===== config.mk =====
export PLATFORM = sky130hd
export DESIGN_NAME = rsqm_top
export DESIGN_NICKNAME = d
export VERILOG_FILES = /design/src/rtl/rsqm_rssi_store.v /design/src/rtl/rsqm_top.v
export VERILOG_INCLUDE_DIRS = /design/src /design/src/rtl
export SDC_FILE = /design/constraint.sdc
export NUM_CORES = 1
export LEC_CHECK = 0
export BUFFER_PORTS_ARGS = -buffer_cell sky130_fd_sc_hd__clkbuf_2
export CORE_UTILIZATION = 48
export CTS_CLUSTER_DIAMETER = 200
export DETAILED_ROUTE_END_ITERATION = 8
export PLACE_DENSITY = 0.76
export RECOVER_POWER = 100
export REMOVE_ABC_BUFFERS = 1
export SETUP_SLACK_MARGIN = 0.15
export SYNTH_ARGS = -nofsm -noshare
export SYNTH_HDL_FRONTEND = slang
export SYNTH_SLANG_ARGS = --single-unit
export TNS_END_PERCENT = 10

===== constraint.sdc =====
create_clock -name CLK -period 6.36 [get_ports CLK]
set_clock_uncertainty 0.15 [all_clocks]
set_input_delay 0.954 -clock CLK [delete_from_list [all_inputs] [get_ports CLK]]
set_output_delay 0.954 -clock CLK [all_outputs]
set_load 0.01 [all_outputs]

===== src/rtl/rsqm_regs.vh =====
// Register offsets, fields, reset values and constants of the qualifier block
`ifndef RSQM_REGS_VH
`define RSQM_REGS_VH
`define RSQM_ADDR_W 8
`define RSQM_OFF_FREQ_DEV 8'h00
`define RSQM_OFF_MODEM_B 8'h04
`define RSQM_OFF_PKT_CTRL_B 8'h08
`define RSQM_OFF_PIN_FUNC 8'h0C
`define RSQM_OFF_GAIN_C 8'h10
`define RSQM_OFF_PKT_STATE 8'h14
`define RSQM_OFF_RSSI 8'h18
`define RSQM_OFF_DEV_STEP 8'h1C
`define RSQM_RST_FREQ_DEV 8'h47
`define RSQM_RST_MODEM_B 8'h03
`define RSQM_RST_PKT_CTRL_B 8'h04
`define RSQM_RST_PIN_FUNC 8'h00
`define RSQM_RST_GAIN_C 8'h00
`define RSQM_DEVM_LSB 0
`define RSQM_DEVE_LSB 4
`define RSQM_SYNC_LSB 0
`define RSQM_MANCH_BIT 3
`define RSQM_MOD_LSB 4
`define RSQM_APPEND_BIT 2
`define RSQM_PQT_LSB 5
`define RSQM_FLEN_LSB 0
`define RSQM_MOD_2FSK 3'h0
`define RSQM_MOD_GFSK 3'h1
`define RSQM_MOD_MSK 3'h7
`define RSQM_PIN_PQT_HIT 4'h8
`define RSQM_PIN_CS 4'hE
`define RSQM_PQ_DEC 8'h08
`define RSQM_DEV_BASE 17'h00008
`endif


===== src/rtl/rsqm_rssi_store.v =====
// Signal strength store with freeze at sync and append capture
`timescale 1ns/1ps
module rsqm_rssi_store (
  input wire clk,
  input wire rst,
  input wire rx_entry,
  input wire rx_active,
  input wire sample_valid,
  input wire [7:0] sample,
  input wire sync_hit,
  output reg [7:0] rssi_value,
  output reg [7:0] append_value,
  output reg frozen
);
  always @(posedge clk)
  begin
    if (rst)
    begin
      rssi_value <= 8'h80;
      append_value <= 8'h80;
      frozen <= 1'b0;
    end
    else
    begin
      if (rx_entry)
        frozen <= 1'b0; // [RULE_16]
      else if (sync_hit)
        frozen <= 1'b1; // [RULE_16]
      // Sample taken at the sync edge itself is the appended value
      if (sync_hit && !frozen)
        append_value <= sample_valid ? sample : rssi_value; // [RULE_18]
      if (rx_active && sample_valid && (!frozen || rx_entry) && !sync_hit)
        rssi_value <= sample; // [RULE_16] [RULE_19]
      else if (rx_active && sample_valid && sync_hit && !frozen)
        rssi_value <= sample;
    end
  end
endmodule // rsqm_rssi_store


===== src/rtl/rsqm_top.v =====
// Modulation settings, sync qualifier and preamble quality logic
// Behaviour
// [RULE_01] Format select GFSK applies Gaussian BT=1 shaping to 2-FSK symbols.
// [RULE_02] Deviation step is (8+mantissa) shifted by exponent, over 2^17 fref.
// [RULE_03] FSK symbol 0 drives negative deviation, 1 positive deviation.
// [RULE_04] Software should program receive deviation equal to transmit one.
// [RULE_05] MSK selection modulates preamble, sync word and payload alike.
// [RULE_06] MSK phase transitions all take the same fixed time.
// [RULE_07] MSK transmits sync and data bits inverted.
// [RULE_08] MSK ignores deviation in receive; Manchester must stay off.
// [RULE_09] With sync search on, no byte output or filtering before sync.
// [RULE_10] Sync mode 000 none, 001 15/16, 010 16/16, 011 30/32 bits.
// [RULE_11] Modes 100 to 111 repeat those, also needing carrier sense.
// [RULE_12] With quality qualifier on, sync accepted only above threshold.
// [RULE_13] Quality counter plus one per transition, minus eight per repeat.
// [RULE_14] Gate at counter reaching four times threshold; zero disables.
// [RULE_15] Quality hit shown in status bit and on pin with code 1000.
// [RULE_16] Signal strength updates in receive until sync, then holds.
// [RULE_17] Strength sample rate is 2*BW over 8*2^filter length.
// [RULE_18] With append on, sync-time strength is the first status byte.
// [RULE_19] Strength register holds two's complement half-dB value.
// [RULE_20] Software converts raw strength to dBm with sign and offset.
// [RULE_21] Modulation field and Manchester enable sit in modem config.
// [RULE_22] Quality counter saturates at zero, clears on receive entry.
// [RULE_23] Carrier sense sampled in the cycle correlation is judged.
`timescale 1ns/1ps
`include "rsqm_regs.vh"
module rsqm_top (
  input wire CLK,
  input wire RST,
  input wire PSEL,
  input wire PENABLE,
  input wire PWRITE,
  input wire [7:0] PADDR,
  input wire [31:0] PWDATA,
  output wire PREADY,
  output reg [31:0] PRDATA,
  output wire PSLVERR,
  input wire RX_ACTIVE,
  input wire RX_BIT_VALID,
  input wire RX_BIT,
  input wire [31:0] SYNC_CORR_ERRORS,
  input wire CARRIER_SENSE,
  input wire [7:0] RX_BYTE,
  input wire RX_BYTE_VALID,
  input wire RSSI_STROBE,
  input wire [7:0] RSSI_SAMPLE,
  input wire TX_BIT_VALID,
  input wire TX_BIT,
  input wire TX_IN_PREAMBLE,
  output reg TX_SYMBOL,
  output reg TX_SYMBOL_VALID,
  output reg TX_GAUSS_EN,
  output reg TX_MSK_EN,
  output reg RX_DEV_USE,
  output reg MANCH_EN,
  output reg [16:0] DEV_STEP,
  output reg SYNC_FOUND,
  output reg [7:0] RX_DATA,
  output reg RX_DATA_VALID,
  output reg FILTER_EN,
  output reg [7:0] APPEND_RSSI,
  output reg APPEND_EN,
  output reg [2:0] RSSI_FILTER_LEN,
  output reg GP_OUT
);
  reg [7:0] freq_dev_config;
  reg [7:0] modem_config_b;
  reg [7:0] packet_control_b;
  reg [7:0] pin_function_config;
  reg [7:0] gain_control_c;
  reg [7:0] pq_count;
  reg prev_bit;
  reg have_prev;
  reg rx_active_d;
  reg sync_seen;
  reg preamble_quality_hit;
  reg [7:0] next_pq_count;
  reg sync_ok;
  wire rx_entry;
  wire [2:0] modulation_sel;
  wire [2:0] sync_mode;
  wire [2:0] preamble_quality_threshold;
  wire [3:0] pin_output_select;
  wire [7:0] pq_limit;
  wire pq_gate;
  wire sync_hit;
  wire [7:0] rssi_value;
  wire [7:0] append_value;
  wire rssi_frozen;
  wire [7:0] packet_state_flags;
  wire wr_en;
  wire rd_en;
  wire sync_search;
  wire pq_enabled;

  // Match criteria of the low two sync mode bits
  localparam [1:0] SYNC_NONE = 2'b00;
  localparam [1:0] SYNC_15OF16 = 2'b01;
  localparam [1:0] SYNC_16OF16 = 2'b10;
  localparam [1:0] SYNC_30OF32 = 2'b11;

  // Decodes one register select, shared by read and write paths
  function sel_hit;
    input [7:0] addr;
    input [7:0] off;
    begin
      sel_hit = (addr == off);
    end
  endfunction

  // Every access answers in its first access cycle
  assign PREADY = 1'b1;
  assign PSLVERR = 1'b0;
  assign wr_en = PSEL && PENABLE && PWRITE;
  assign rd_en = PSEL && !PENABLE && !PWRITE;

  assign modulation_sel = modem_config_b[`RSQM_MOD_LSB +: 3]; // [RULE_21]
  assign sync_mode = modem_config_b[`RSQM_SYNC_LSB +: 3];
  assign preamble_quality_threshold =
    packet_control_b[`RSQM_PQT_LSB +: 3];
  assign pin_output_select = pin_function_config[3:0];
  assign rx_entry = RX_ACTIVE && !rx_active_d;
  assign sync_search = sync_mode[1:0] != SYNC_NONE;
  assign pq_enabled = preamble_quality_threshold != 3'h0;

  // Byte wide settings; upper write data bits are dropped
  always @(posedge CLK)
  begin
    if (RST)
    begin
      freq_dev_config <= `RSQM_RST_FREQ_DEV;
      modem_config_b <= `RSQM_RST_MODEM_B;
      packet_control_b <= `RSQM_RST_PKT_CTRL_B;
      pin_function_config <= `RSQM_RST_PIN_FUNC;
      gain_control_c <= `RSQM_RST_GAIN_C;
    end
    else if (wr_en)
    begin
      if (sel_hit(PADDR, `RSQM_OFF_FREQ_DEV))
        freq_dev_config <= PWDATA[7:0];
      if (sel_hit(PADDR, `RSQM_OFF_MODEM_B))
        modem_config_b <= PWDATA[7:0];
      if (sel_hit(PADDR, `RSQM_OFF_PKT_CTRL_B))
        packet_control_b <= PWDATA[7:0];
      if (sel_hit(PADDR, `RSQM_OFF_PIN_FUNC))
        pin_function_config <= PWDATA[7:0];
      if (sel_hit(PADDR, `RSQM_OFF_GAIN_C))
        gain_control_c <= PWDATA[7:0];
    end
  end

  // Status word is live; it is sampled only when a read is set up
  assign packet_state_flags = {2'b00, sync_seen, preamble_quality_hit,
    rssi_frozen, CARRIER_SENSE, RX_ACTIVE, pq_gate}; // [RULE_15]

  // Read data registered in setup so it is stable in the access phase
  always @(posedge CLK)
  begin
    if (RST)
      PRDATA <= 32'h00000000;
    else if (rd_en)
    begin
      PRDATA <= 32'h00000000;
      if (sel_hit(PADDR, `RSQM_OFF_FREQ_DEV))
        PRDATA[7:0] <= freq_dev_config;
      if (sel_hit(PADDR, `RSQM_OFF_MODEM_B))
        PRDATA[7:0] <= modem_config_b;
      if (sel_hit(PADDR, `RSQM_OFF_PKT_CTRL_B))
        PRDATA[7:0] <= packet_control_b;
      if (sel_hit(PADDR, `RSQM_OFF_PIN_FUNC))
        PRDATA[7:0] <= pin_function_config;
      if (sel_hit(PADDR, `RSQM_OFF_GAIN_C))
        PRDATA[7:0] <= gain_control_c;
      if (sel_hit(PADDR, `RSQM_OFF_PKT_STATE))
        PRDATA[7:0] <= packet_state_flags;
      if (sel_hit(PADDR, `RSQM_OFF_RSSI))
        PRDATA[7:0] <= rssi_value; // [RULE_19]
      if (sel_hit(PADDR, `RSQM_OFF_DEV_STEP))
        PRDATA[16:0] <= DEV_STEP;
    end
  end

  // Preamble quality estimator
  always @*
  begin
    next_pq_count = pq_count;
    if (RX_BIT_VALID && have_prev)
    begin
      if (RX_BIT != prev_bit)
        next_pq_count = (pq_count == 8'hFF) ? pq_count :
          pq_count + 8'h01; // [RULE_13]
      else if (pq_count < `RSQM_PQ_DEC)
        next_pq_count = 8'h00; // [RULE_22]
      else
        next_pq_count = pq_count - `RSQM_PQ_DEC; // [RULE_13]
    end
  end

  assign pq_limit = {3'b000, preamble_quality_threshold, 2'b00};
  assign pq_gate = !pq_enabled ||
    (pq_count >= pq_limit); // [RULE_14]

  always @(posedge CLK)
  begin
    if (RST || rx_entry)
    begin
      pq_count <= 8'h00; // [RULE_22]
      have_prev <= 1'b0;
      prev_bit <= 1'b0;
      preamble_quality_hit <= 1'b0;
    end
    else
    begin
      pq_count <= next_pq_count;
      if (RX_BIT_VALID)
      begin
        prev_bit <= RX_BIT;
        have_prev <= 1'b1;
      end
      // Strictly above the gate level, so the hit may lag the gate a bit
      preamble_quality_hit <= pq_enabled &&
        (next_pq_count > pq_limit); // [RULE_15]
    end
  end

  // Correlation and carrier sense judged together in this cycle
  always @*
  begin
    case (sync_mode[1:0])
      SYNC_NONE: sync_ok = 1'b0; // [RULE_10]
      SYNC_15OF16: sync_ok = SYNC_CORR_ERRORS[15:0] != 16'h0000 &&
        (SYNC_CORR_ERRORS[15:0] & (SYNC_CORR_ERRORS[15:0] - 16'h0001))
        == 16'h0000 || SYNC_CORR_ERRORS[15:0] == 16'h0000; // [RULE_10]
      SYNC_16OF16: sync_ok = SYNC_CORR_ERRORS[15:0] == 16'h0000; // [RULE_10]
      SYNC_30OF32: sync_ok = ones32(SYNC_CORR_ERRORS) <= 6'd2; // [RULE_10]
      default: sync_ok = 1'b0;
    endcase
  end

  // Counts mismatching bits of the doubled word
  function [5:0] ones32;
    input [31:0] v;
    integer i;
    begin
      ones32 = 6'd0;
      for (i = 0; i < 32; i = i + 1)
        ones32 = ones32 + {5'd0, v[i]};
    end
  endfunction

  // Entry cycle still sees the last reception's quality, so it is skipped
  assign sync_hit = RX_ACTIVE && RX_BIT_VALID && !sync_seen && sync_ok &&
    !rx_entry &&
    (!sync_mode[2] || CARRIER_SENSE) && // [RULE_11] [RULE_23]
    pq_gate; // [RULE_12]

  always @(posedge CLK)
  begin
    if (RST || rx_entry)
    begin
      rx_active_d <= RST ? 1'b0 : RX_ACTIVE;
      sync_seen <= 1'b0;
      SYNC_FOUND <= 1'b0;
      RX_DATA <= 8'h00;
      RX_DATA_VALID <= 1'b0;
      FILTER_EN <= 1'b0;
    end
    else
    begin
      rx_active_d <= RX_ACTIVE;
      SYNC_FOUND <= sync_hit;
      if (sync_hit)
        sync_seen <= 1'b1;
      // No search mode passes bytes without waiting for sync
      RX_DATA_VALID <= RX_BYTE_VALID &&
        (sync_seen || !sync_search); // [RULE_09]
      FILTER_EN <= RX_ACTIVE &&
        (sync_seen || !sync_search); // [RULE_09]
      if (RX_BYTE_VALID)
        RX_DATA <= RX_BYTE;
    end
  end

  // Store freezes on the same sync pulse that raises SYNC_FOUND
  rsqm_rssi_store rsqm_rssi_store_i (
    .clk(CLK),
    .rst(RST),
    .rx_entry(rx_entry),
    .rx_active(RX_ACTIVE),
    .sample_valid(RSSI_STROBE), // [RULE_17]
    .sample(RSSI_SAMPLE),
    .sync_hit(sync_hit),
    .rssi_value(rssi_value),
    .append_value(append_value),
    .frozen(rssi_frozen)
  );

  // Modulator settings and symbol mapping
  always @(posedge CLK)
  begin
    if (RST)
    begin
      TX_SYMBOL <= 1'b0;
      TX_SYMBOL_VALID <= 1'b0;
      TX_GAUSS_EN <= 1'b0;
      TX_MSK_EN <= 1'b0;
      RX_DEV_USE <= 1'b1;
      MANCH_EN <= 1'b0;
      DEV_STEP <= 17'h00000;
      APPEND_RSSI <= 8'h00;
      APPEND_EN <= 1'b0;
      RSSI_FILTER_LEN <= 3'h0;
      GP_OUT <= 1'b0;
    end
    else
    begin
      TX_GAUSS_EN <= modulation_sel == `RSQM_MOD_GFSK; // [RULE_01]
      // Preamble keeps its polarity, only sync word and data invert
      TX_MSK_EN <= modulation_sel == `RSQM_MOD_MSK; // [RULE_05] [RULE_06]
      RX_DEV_USE <= modulation_sel != `RSQM_MOD_MSK; // [RULE_08]
      // Manchester forced off under MSK to protect the link
      MANCH_EN <= modem_config_b[`RSQM_MANCH_BIT] &&
        modulation_sel != `RSQM_MOD_MSK; // [RULE_08] [RULE_21]
      TX_SYMBOL_VALID <= TX_BIT_VALID;
      if (TX_BIT_VALID)
        TX_SYMBOL <= (modulation_sel == `RSQM_MOD_MSK && !TX_IN_PREAMBLE)
          ? !TX_BIT : TX_BIT; // [RULE_03] [RULE_07]
      // Largest step, fifteen shifted by seven, still fits 17 bits
      DEV_STEP <= (`RSQM_DEV_BASE + {14'h0000,
        freq_dev_config[`RSQM_DEVM_LSB +: 3]})
        << freq_dev_config[`RSQM_DEVE_LSB +: 3]; // [RULE_02]
      APPEND_EN <= packet_control_b[`RSQM_APPEND_BIT];
      APPEND_RSSI <= append_value; // [RULE_18]
      RSSI_FILTER_LEN <= gain_control_c[`RSQM_FLEN_LSB +: 3]; // [RULE_17]
      case (pin_output_select)
        `RSQM_PIN_PQT_HIT: GP_OUT <= preamble_quality_hit; // [RULE_15]
        `RSQM_PIN_CS: GP_OUT <= CARRIER_SENSE;
        default: GP_OUT <= 1'b0;
      endcase
    end
  end
endmodule // rsqm_top


==> run_results.csv <==
group,metric,value,unit
run_status,status,"finished, violations left",
run_status,violations,"capacitance limit, slew limit",
timing,fin_crit_sh,99.3,%
clocking,numCtsBuffers,17,
setup_path,cp_slowest_cell,"fa_1",
setup_path,path_class,"input port to flip-flop",
global_route,grt_max_degree,59,
logic_synthesis,yosys_warnings,0,
cells_and_area,fin_util,60.1,%
floorplan,initial_core_util,49.9,%
timing,worstMarginPinSlew,2.41,ns
clocking,tritoncts,"done",
floorplan,dieArea,14400,µm²
routing,detail_route.wl_per_cell,15.2,µm
place,io_buffer_count,129,
global_route,grt_pass1_vias,5554,
power_and_ir_drop,cellPowerDensity,308,nW/µm²
clocking,hold_buffers,0,
power_and_ir_drop,total_power,2480,µW
cells_and_area,final_nets,1045,
cells_and_area,syn2layout_area_growth,20.3,%
floorplan,num_rows,42,
cells_and_area,seq_area,2420,µm²
timing,slew_headroom,-60.5,%
place,gp_congestion,0.917,
logic_synthesis,ys_types,63,
timing,max_clock_freq,158,MHz
timing,hold_violations,0,
cells_and_area,drive_above_1_share,16.4,%
logic_synthesis,synth_flop_cell,"dfxtp_1",
place,dp_cells,1055,
floorplan,core_area,13400,µm²
floorplan,io_pins,183,
timing,hold_ws,0.302,ns
place,place_ws,-0.383,ns
logic_synthesis,synth-edff-count,0,
clocking,clk_latency,0.42,ns
cells_and_area,final_cell_mix,"dfxtp_1 (121), nor2_1 (98), clkbuf_2 (71)",
setup_path,crit_path_max_fanout,7,
logic_synthesis,syn_avg_cell_area,8.69,µm²
logic_synthesis,syn_area,6690,µm²
power_and_ir_drop,peakVddDrop,192,µV
routing,routed_via_density,5.37,
routing,wl_met3,1030,µm
cells_and_area,layout.cells.non_filler,1089,
global_route,grt-ovfl-total,0,
logic_synthesis,ys_ff_latch,121,
power_and_ir_drop,p_leak,0.00341,µW
cells_and_area,layout_commonest_cell,"dfxtp_1",
setup_path,path_buf_inv,8,
setup_path,start_kind,"input port",
setup_path,cp.arrival,6.47,ns
setup_path,worstPathRequired,6.52,ns
timing,min_period,6.32,ns
timing,finalSetupViolCount,0,
setup_path,crit_chain,"buf_8 > inv_4 > fa_1 > inv_2 > fa_1 > fa_1 > fa_1 > fa_1 > inv_2 > fa_1 > inv_1 > ha_2 > inv_2 > fa_1 > inv_2 > a2111oi_4 > nand4_1 > o311a_1 > a2111oi_4 > buf_6 > mux2_4",
routing,vias,5852,
routing,drc_errors,0,
timing,layout_setup_ws,0.0446,ns
setup_path,cpPeakStageDelay,0.57,ns
routing,drt_iter0_drc,373,
floorplan,dieWidth,120,µm
logic_synthesis,async_reset_ff_share,0,%
setup_path,crit_top_cell,"fa_1",
logic_synthesis,synth_cells,770,
cells_and_area,multiInputGateArea,3870,µm²
logic_synthesis,ys_seq_area_share,36.2,%
routing,drtPass1Iterations,6,
routing,met1Wirelength,7090,µm
global_route,grt_pass1_wl,27000,µm
timing,grt_setup_unrepaired,"true",
floorplan,fp.dieH,120,µm
clocking,clkSinkCount,121,
cells_and_area,insertedDiodeCount,0,
routing,drt_wl_total,16500,µm
timing,drv_slew,131,
setup_path,critPathTopFamily,"adder cells",
setup_path,crit_path_end_kind,"flip-flop",
min_path,hold_path_class,"flip-flop to flip-flop",
routing,met2RoutedLength,7980,µm
routing,detail-route-antenna-nets,0,
routing,dr.max_layer_used,"met4",
cells_and_area,nFillCells,1222,
clocking,cts.path.max_buffers,2,
clocking,cts_root_buffer,"clkbuf_16",
place,place_hpwl,12000,µm
global_route,grt_usage,23.8,%
global_route,grt_antenna_before_repair,0,
clocking,htree_levels,4,
clocking,path_clk_slew,0.05,ns
run,drv_cap,3,
==> routing by layer <==
layer	vias to the layer above	GRT usage, %
li1	2875	-
met1	2727	30.4
met2	213	38.7
met3	37	4.61
met4	0	10.9
met5	-	0
==> area by class of cell <==
cell class / count / area share (%)
clock buffer: 20 / 5.67
clock inverter: 12 / 1.85
inverter: 53 / 2.50
multi-input combinational: 560 / 48.1
sequential: 121 / 30.1
tap: 176 / 2.74
timing repair buffer: 147 / 9.03
==> final timing paths <==
check	slack [ns]	to	cells after the start	start
min	0.30	PRDATA[8]$_SDFFE_PP0P_	2	PRDATA[8]$_SDFFE_PP0P_
max reg2reg	3.44	preamble_quality_hit$_SDFF_PP0_	11	pq_count[1]$_SDFF_PP0_
min reg2reg	0.30	PRDATA[8]$_SDFFE_PP0P_	2	PRDATA[8]$_SDFFE_PP0P_
max	0.04	rsqm_rssi_store_i.append_value[5]$_SDFFE_PP0P_	21	SYNC_CORR_ERRORS[9]
==> synthesized netlist by cell type (10+ instances only) <==
cell      number  area [µm²]
clkbuf_1      29         109
a21oi_1       59         295
dfxtp_1      121        2420
nor2_1        98         368
buf_4         29         218
fa_1          24         480
nor2b_1       21         131
nand4_1       10        62.6
nand3_1       35         175
nand3b_1      12        90.1
nand2_1       46         173
nor3_1        12        60.1
inv_1         53         199
ha_1          19         238
o21ai_0       26         130
mux2i_1       59         591
==> logic make-up (layout without fill, tap and decap cells) <==
logic type,count (synthesis),count (layout),synth area share (%)
and+or+nand+nor,277,277,20.8
other,2,29,0.112
muxes,67,67,10.2
buffers and inverters,116,232,8.14
AOI/OAI and AO/OA,141,141,13.4
adders and majority gates,43,43,10.7
xor gates and xnor gates,3,3,0.393
DFF,121,121,36.2
==> sequential cells by signal, summed over array words and instances, names as in the netlist, 3 cells and up <==
signal                          flops
RX_DATA                             8
pq_count                            8
rsqm_rssi_store_i.append_value      8
RSSI_FILTER_LEN                     3
rsqm_rssi_store_i.rssi_value        8
pin_function_config                 8
gain_control_c                      8
freq_dev_config                     8
modem_config_b                      8
DEV_STEP                           11
packet_control_b                    8
APPEND_RSSI                         8
PRDATA                             11
==> through the flow <==
step                      cell area, µm²  TNS [ns]
after floorplan                     6440    -0.156
after global placement              7430     -2.60
after detailed placement            7430     -3.33
after CTS                           8050         0
after global routing                8050    -0.891
final                               8050         0
==> timing repair <==
action | CTS | global route
pin swaps | 3 | 12
endpoints found under the setup margin | 8 | 10
buffers inserted | 0 | 2
resized for setup | 3 | 20
==> power breakdown <==
part	leakage [µW]	internal, µW	total, µW	switching, µW
clock network	0.000288	633	981	348
logic	0.00215	333	718	385
registers	0.000980	772	780	8.06
==> worst register-to-register path: stages (launching register included) <==
cell,delay [ns]
dfxtp_1,0.44
ha_1,0.28
nand4_1,0.16
or2_2,0.36
nand4_1,0.10
a21oi_1,0.09
mux2_2,0.33
ha_1,0.29
nor2b_1,0.13
o21a_1,0.11
o22ai_1,0.07
a311oi_1,0.30
(Power assumes the default switching activity.)
